==> config.mk <==
export PLATFORM = sky130hd
export DESIGN_NAME = amp_serial_control_port
export DESIGN_NICKNAME = d
export VERILOG_FILES = /design/src/rtl/amp_ctrl_pkg.sv /design/src/rtl/amp_serial_control_port.sv
export VERILOG_INCLUDE_DIRS = /design/src /design/src/rtl
export SDC_FILE = /design/constraint.sdc
export NUM_CORES = 1
export LEC_CHECK = 0
export BUFFER_PORTS_ARGS = -buffer_cell sky130_fd_sc_hd__buf_2
export CAP_MARGIN = 20
export CORE_MARGIN = 4
export CORE_UTILIZATION = 51
export CTS_CLUSTER_DIAMETER = 80
export DETAILED_ROUTE_END_ITERATION = 12
export GPL_ROUTABILITY_DRIVEN = 0
export HOLD_SLACK_MARGIN = 0.02
export PLACE_DENSITY_LB_ADDON = 0.15
export REMOVE_ABC_BUFFERS = 1
export SLEW_MARGIN = 10
export SYNTH_ARGS = -nofsm -noshare
export SYNTH_HDL_FRONTEND = slang
export SYNTH_SLANG_ARGS = --single-unit
==> constraint.sdc <==
create_clock -name clock -period 2.2 [get_ports clock]
set_input_delay 0.22 -clock clock [delete_from_list [all_inputs] [get_ports clock]]
set_output_delay 0.22 -clock clock [all_outputs]
set_load 0.05 [all_outputs]
==> src/rtl/amp_ctrl_regs.svh <==
// constants for the amplifier serial control port
`ifndef AMP_CTRL_REGS_SVH
`define AMP_CTRL_REGS_SVH
`define ADDR_UPPER 6'h36
`define DATA_SEL_MODE 3'h0
`define DATA_SEL_VOLUME 3'h4
`define MODE_RESET 5'h00
`define VOLUME_RESET 5'h00
`define MAX_SCL_KHZ 400
`endif

==> src/rtl/amp_ctrl_pkg.sv <==
// types for the amplifier serial control port
package amp_ctrl_pkg;
  typedef enum logic [2:0] {
    IDLE = 3'b000,
    ADDR = 3'b001,
    ADDR_ACK = 3'b010,
    DATA = 3'b011,
    DATA_ACK = 3'b100,
    IGNORE = 3'b101
  } slave_state_t;
endpackage : amp_ctrl_pkg

==> src/rtl/amp_serial_control_port.sv <==
// i2c slave control port that sets the amplifier control bits
//
// Function
// - B3 selects internal or external gain
// - B2 selects fixed 0dB or adjustable volume
// - B1 mutes; B0 low shuts down
// - select pin low means I2C, high SPI
// - answer address 110110X0, X from pin
// - address MSB first, sampled rising clock
// - matching address acknowledged low ninth pulse
// - eight data bits MSB first
// - every data byte acknowledged low
// - further bytes accepted in turn
// - top bits 000 mode, 100 volume
// - bridged only when sense and B4 low
// - beep reaches bridged output always
`include "amp_ctrl_regs.svh"

module amp_serial_control_port (
  // clock, enable and reset
  input wire logic clock,
  input wire logic clockEnable,
  input wire logic rst_n,
  // i2c bus pins
  input wire logic sclIn,
  input wire logic sdaIn,
  output logic sdaOut,
  output logic sdaOe,
  // straps and sense pins
  input wire logic interfaceSelectPin,
  input wire logic address_select_pin,
  input wire logic headphone_detect_pin,
  input wire logic beepDetect,
  // control outputs
  output logic headphone_force_bit,
  output logic externalGain,
  output logic adjustableVolume,
  output logic muteOn,
  output logic deviceActive,
  output logic [4:0] volumeCode,
  output logic bridged_output,
  output logic single_ended_output,
  output logic audioToBridged,
  output logic i2cSelected
);

  ////////////////////////////////////////////////////////////////////////////
  // input synchronisers
  logic [1:0] sclSync; // scl two-stage synchroniser
  logic [1:0] sdaSync; // sda two-stage synchroniser
  logic [1:0] selSync; // interface select synchroniser
  logic [1:0] idSync; // address select synchroniser
  logic [1:0] hpSync; // headphone sense synchroniser
  logic [1:0] beepSync; // beep detect synchroniser
  logic sclPrev; // previous synchronised scl
  logic sdaPrev; // previous synchronised sda

  // all pins pass two flops before use
  always_ff @(posedge clock) begin
    if (!rst_n) begin
      sclSync <= 2'h3;
      sdaSync <= 2'h3;
      selSync <= 2'h0;
      idSync <= 2'h0;
      hpSync <= 2'h0;
      beepSync <= 2'h0;
      sclPrev <= 1'b1;
      sdaPrev <= 1'b1;
    end else if (clockEnable) begin
      sclSync <= {sclSync[0], sclIn};
      sdaSync <= {sdaSync[0], sdaIn};
      selSync <= {selSync[0], interfaceSelectPin};
      idSync <= {idSync[0], address_select_pin};
      hpSync <= {hpSync[0], headphone_detect_pin};
      beepSync <= {beepSync[0], beepDetect};
      sclPrev <= sclSync[1];
      sdaPrev <= sdaSync[1];
    end
  end

  ////////////////////////////////////////////////////////////////////////////
  // bus event decode
  wire scl = sclSync[1]; // settled clock level
  wire sda = sdaSync[1]; // settled data level
  wire sclRise = scl && !sclPrev; // rising clock edge
  wire sclFall = !scl && sclPrev; // falling clock edge
  wire i2cMode = !selSync[1];
  wire startSeen = i2cMode && scl && sclPrev && sdaPrev && !sda; // start
  wire stopSeen = scl && sclPrev && !sdaPrev && sda; // stop

  ////////////////////////////////////////////////////////////////////////////
  // shift state
  amp_ctrl_pkg::slave_state_t state; // protocol state
  amp_ctrl_pkg::slave_state_t next_state; // next protocol state
  logic [7:0] shiftReg; // received bits
  logic [2:0] bitCount; // bits seen in byte
  logic [4:0] modeBits; // B4..B0 held
  logic [4:0] volume; // volume code held

  wire [7:0] next_shift = {shiftReg[6:0], sda};
  wire lastBit = (bitCount == 3'h7); // eighth bit
  wire [7:0] ownAddress = {`ADDR_UPPER, idSync[1], 1'b0};
  wire addrMatch = (next_shift == ownAddress);
  wire isMode = (next_shift[7:5] == `DATA_SEL_MODE);
  wire isVolume = (next_shift[7:5] == `DATA_SEL_VOLUME);
  wire byteDone = sclRise && lastBit; // whole byte in

  // next state on clock edges
  always_comb begin
    next_state = state;
    unique case (state)
      amp_ctrl_pkg::IDLE: begin
        next_state = amp_ctrl_pkg::IDLE;
      end
      amp_ctrl_pkg::ADDR: begin
        if (byteDone) begin
          // mismatch drops to ignore
          next_state = addrMatch ? amp_ctrl_pkg::ADDR_ACK
                                 : amp_ctrl_pkg::IGNORE;
        end
      end
      amp_ctrl_pkg::ADDR_ACK, amp_ctrl_pkg::DATA_ACK: begin
        // ack held until falling edge of ninth pulse
        if (sclFall && bitCount == 3'h1) begin
          next_state = amp_ctrl_pkg::DATA;
        end
      end
      amp_ctrl_pkg::DATA: begin
        if (byteDone) begin
          next_state = amp_ctrl_pkg::DATA_ACK;
        end
      end
      amp_ctrl_pkg::IGNORE: begin
        next_state = amp_ctrl_pkg::IGNORE;
      end
    endcase
  end

  ////////////////////////////////////////////////////////////////////////////
  // protocol sequencer
  // bitCount in ack states counts the ack pulse: 0 before, 1 after rise
  always_ff @(posedge clock) begin
    if (!rst_n) begin
      state <= amp_ctrl_pkg::IDLE;
      shiftReg <= 8'h00;
      bitCount <= 3'h0;
    end else if (clockEnable) begin
      if (startSeen) begin
        state <= amp_ctrl_pkg::ADDR; // start restarts
        bitCount <= 3'h0;
      end else if (stopSeen || !i2cMode) begin
        state <= amp_ctrl_pkg::IDLE;
        bitCount <= 3'h0;
      end else begin
        state <= next_state;
        if (sclRise) begin
          shiftReg <= next_shift;
          bitCount <= (state == amp_ctrl_pkg::ADDR_ACK ||
                       state == amp_ctrl_pkg::DATA_ACK) ? 3'h1
                      : (lastBit ? 3'h0 : bitCount + 3'h1);
        end else if (sclFall && next_state == amp_ctrl_pkg::DATA &&
                     state != amp_ctrl_pkg::DATA) begin
          bitCount <= 3'h0;
        end
      end
    end
  end

  ////////////////////////////////////////////////////////////////////////////
  // acknowledge drive
  // pull low from the fall after bit eight until the ninth pulse falls
  wire ackState = (state == amp_ctrl_pkg::ADDR_ACK ||
                   state == amp_ctrl_pkg::DATA_ACK);
  wire next_ackDrive = ackState && !(sclFall && bitCount == 3'h1)
                       && !stopSeen && !startSeen;
  logic ackDrive; // staged ack drive
  wire ackArmed = ackDrive || (ackState && sclFall && bitCount == 3'h0);

  // ack begins after the falling edge ending bit eight
  always_ff @(posedge clock) begin
    if (!rst_n) begin
      ackDrive <= 1'b0;
      sdaOut <= 1'b1;
      sdaOe <= 1'b0;
    end else if (clockEnable) begin
      ackDrive <= next_ackDrive && ackArmed;
      sdaOut <= 1'b0;
      sdaOe <= next_ackDrive && ackArmed;
    end
  end

  ////////////////////////////////////////////////////////////////////////////
  // control bits and output stage
  wire loadMode = byteDone && state == amp_ctrl_pkg::DATA && isMode;
  wire loadVolume = byteDone && state == amp_ctrl_pkg::DATA && isVolume;
  wire bridgedSel = !hpSync[1] && !modeBits[4];

  // data bytes update their registers, outputs follow
  always_ff @(posedge clock) begin
    if (!rst_n) begin
      modeBits <= `MODE_RESET;
      volume <= `VOLUME_RESET;
      headphone_force_bit <= 1'b0;
      externalGain <= 1'b0;
      adjustableVolume <= 1'b0;
      muteOn <= 1'b0;
      deviceActive <= 1'b0;
      volumeCode <= 5'h00;
      bridged_output <= 1'b1;
      single_ended_output <= 1'b0;
      audioToBridged <= 1'b0;
      i2cSelected <= 1'b1;
    end else if (clockEnable) begin
      if (loadMode) begin
        modeBits <= next_shift[4:0];
      end
      if (loadVolume) begin
        volume <= next_shift[4:0];
      end
      headphone_force_bit <= modeBits[4];
      externalGain <= modeBits[3];
      adjustableVolume <= modeBits[2];
      muteOn <= modeBits[1];
      deviceActive <= modeBits[0];
      volumeCode <= volume;
      bridged_output <= bridgedSel;
      single_ended_output <= !bridgedSel;
      // beep forces bridged path regardless of mute/headphone
      audioToBridged <= beepSync[1] ||
                        (bridgedSel && !modeBits[1]);
      i2cSelected <= i2cMode;
    end
  end

endmodule : amp_serial_control_port

==> qor.yml <==
p_leak_nw: 1.07
setup_viol: 0
path_depth: 6
cts-buffers-inserted: 5
netlist_area_um2: 2290
antenna_found_initial: 0
cts.sinks: 53
hold_violations: 0
critPathKind: "reg -> reg"
worstPathArrival_ns: 2.12
rrSetupSlack_ns: 0.27
endpoint: "volume[1]"
ir_drop_uv: 473
p_clk_share_pct: 31.9
synth_top_area_cell: "dfxtp_1"
synth_top_family_by_area: "simple AND/OR/NAND/NOR gates"
drv_slew: 0
postCtsSetupBuffers: 0
synth_ff_type: "dfxtp_1"
worst_clock_skew_ns: 0.00578
synth_edf_count: 0
ff2ff_path_depth: 6
dieArea_um2: 5630
avgSynthCellArea_um2: 9.05
clock_path_buffers: 2
worstPathMaxFanout: 5
rsz0062_at_grt: "no"
layout-drive-gt1-share_pct: 13.7
placementRows: 24
nets: 283
async_reset_ff_share_pct: 0
ys_seq_elements: 53
grt.total_usage_pct: 17.3
cp-start-kind: "flop"
status: "finished, final reports clean"
crit_top_cell: "ha_1"
p_per_area_nw_per_um2: 663
p_int_w: 0.00126
yosys.area.top_type_share_pct: 46.3
dr.first_iter.drc_count: 128
cts_tree: "done"
dr.pass1.iters: 4
core_um2: 4350
drc: 0
fill_cells: 391
reg2reg_to: "volume[1]"
worst_slew_pin_slew_ns: 0.396
yosys_warnings: 0
hold_buffers: 0
grt_first_pass_wirelength_mm: 7.38
cp_cell_sequence: "ha_1 -> ha_1 -> and4b_1 -> nand2b_1 -> or3_1 -> mux2i_1"
grt_overflow_total: 0
worst-path-buf-inv: 0
muxShareOfSynthArea_pct: 14.9
clk_latency_ns: 0.30
first_global_vias: 1629
fmax_mhz: 518
start_util_pct: 52.6
root_buffer: "clkbuf_8"
r2r-start: "bitCount[0]"
cp-startpoint: "bitCount[0]"
switching_share_pct: 24.5
top_level_ports: 25
synth_cells: 253
yosysSeqAreaShare_pct: 46.3
path_clk_slew_ns: 0.09
synth.distinct_cells: 41
routedWlPerCell_um: 13.3
cp_slowest_cell: "or3_1"
synth-compound-area-share_pct: 10.5
comb_power_share_pct: 8.1
hpwl_mm: 2.98
die_h_um: 75.0
vias: 1710
die_w_um: 75.0
whs_ns: 0.132
pwr-share-seq_pct: 60.0
wirelength_mm: 4.29
grt_max_degree: 34
post-route-period-util_pct: 87.7
diodes: 0
cts_resized: 0
io_buffers: 24
min_period_ns: 1.93
area_growth_pct: 9.62
via_per_inst: 5.29
crit_required_ns: 2.39
tns_ns: 0
synthTopCellsByArea: "dfxtp_1 (46%), mux2i_1 (15%), nand2_1 (7.2%)"
synth_xor_area_share_pct: 1.15
synthSimpleGateAreaFrac_pct: 20.0
hp-class: "in -> reg"
path_delay_family: "simple AND/OR/NAND/NOR gates"
antenna_left: 0
maxSlewHeadroom_pct: 73.5
cap_violations: 0
p_switching_w: 0.000408
slowest_delay_ns: 0.51
htree_num_levels: 2
synthAdderAreaFrac_pct: 2.19
cp-end-kind: "flop"
-- sequential cells by signal (all words and copies together), names as in the netlist, 2 cells and up --
signal      flops
bitCount        3
volumeCode      5
selSync         2
shiftReg        7
sclSync         2
hpSync          2
beepSync        2
modeBits        5
sdaSync         2
volume          5
idSync          2
state           3
-- layout make-up --
| type | count | area (um2) | area share (%) |
|---|---|---|---|
| Tap cell | 52 | 65.1 | 2.59 |
| Inverter | 7 | 26.3 | 1.05 |
| Multi-Input combinational cell | 174 | 1120 | 44.5 |
| Timing Repair Buffer | 29 | 158 | 6.28 |
| Sequential cell | 53 | 1060 | 42.3 |
| Clock inverter | 1 | 7.51 | 0.299 |
| Clock buffer | 7 | 76.3 | 3.04 |
-- cells in the mapped netlist (all sizes together) (4+ instances only) --
master  count
nand2      44
mux2i      34
ha          4
buf        11
inv         7
o21ai       8
dfxtp      53
nand3       5
a21oi      11
clkbuf      8
nor2       22
nor3        4
-- through the flow --
step,cells,total power [W],setup WS [ns],instance area (um2),utilization (%)
2_1_floorplan,234,0.00110,0.472,2200,-
3_3_place_gp,315,0.00116,0.322,2430,55.7
3_5_place_dp,315,0.00116,0.272,2430,55.7
4_1_cts,323,0.00169,0.258,2510,57.6
5_1_grt,323,0.00175,0.176,2510,57.6
6_report,323,0.00166,0.271,2510,57.6
-- worst min-delay path: cells and delay by family --
| family | cells | cell delay (ns) |
|---|---|---|
| buf+inv | 1 | 0.07 |
| mux | 1 | 0.05 |
| simple gates | 1 | 0.06 |
-- cells by family (layout without fill, tap and decap cells) --
family,after synthesis,after routing
AO/OA/AOI/OAI,37,37
XOR/XNOR,3,3
adder cells (fa/ha/maj),4,4
buffers and inverters,26,44
flip-flops,53,53
multiplexers,34,34
AND/OR/NAND/NOR,96,96
-- how the worst min path moves through the flow --
stage | slack, ns | endpoint | start | cells past startpoint
6_report | 0.13 | sdaSync[0] | sdaIn | 3
5_1_grt | 0.13 | sdaSync[0] | sdaIn | 3
4_1_cts | 0.12 | sclSync[0] | sclIn | 3
3_5_place_dp | 0.44 | sclSync[0] | sclIn | 3
3_3_place_gp | 0.44 | sclSync[0] | sclIn | 3
2_1_floorplan | 0.28 | i2cSelected | rst_n | 1
-- power groups by stage --
stage | combinational [W] | clock, W | sequential, W
floorplan | 0.0000646 | 0 | 0.00103
global placement | 0.000135 | 0 | 0.00102
detailed placement | 0.000135 | 0 | 0.00102
CTS | 0.000136 | 0.000554 | 0.000999
global route | 0.000149 | 0.000593 | 0.00100
finish | 0.000135 | 0.000530 | 0.000999
-- layout by cell type, fill, tap and decap left out, types with 7 or more instances in the layout --
cell / count
o21ai_0: 8
nor2_1: 22
nand2_1: 44
buf_2: 24
dfxtp_1: 53
mux2i_1: 34
inv_1: 7
a21oi_1: 11
-- routing by layer --
| metal | global-route usage (%) | up-vias | part of all wire (%) |
|---|---|---|---|
| li1 | - | 897 | - |
| met1 | 23.2 | 783 | 50 |
| met2 | 26.7 | 25 | 45 |
| met3 | 4.01 | 5 | 3.3 |
| met4 | 7.71 | 0 | 2.1 |
| met5 | 0 | - | 0 |
No activity file was read; power rests on OpenSTA's default activity.
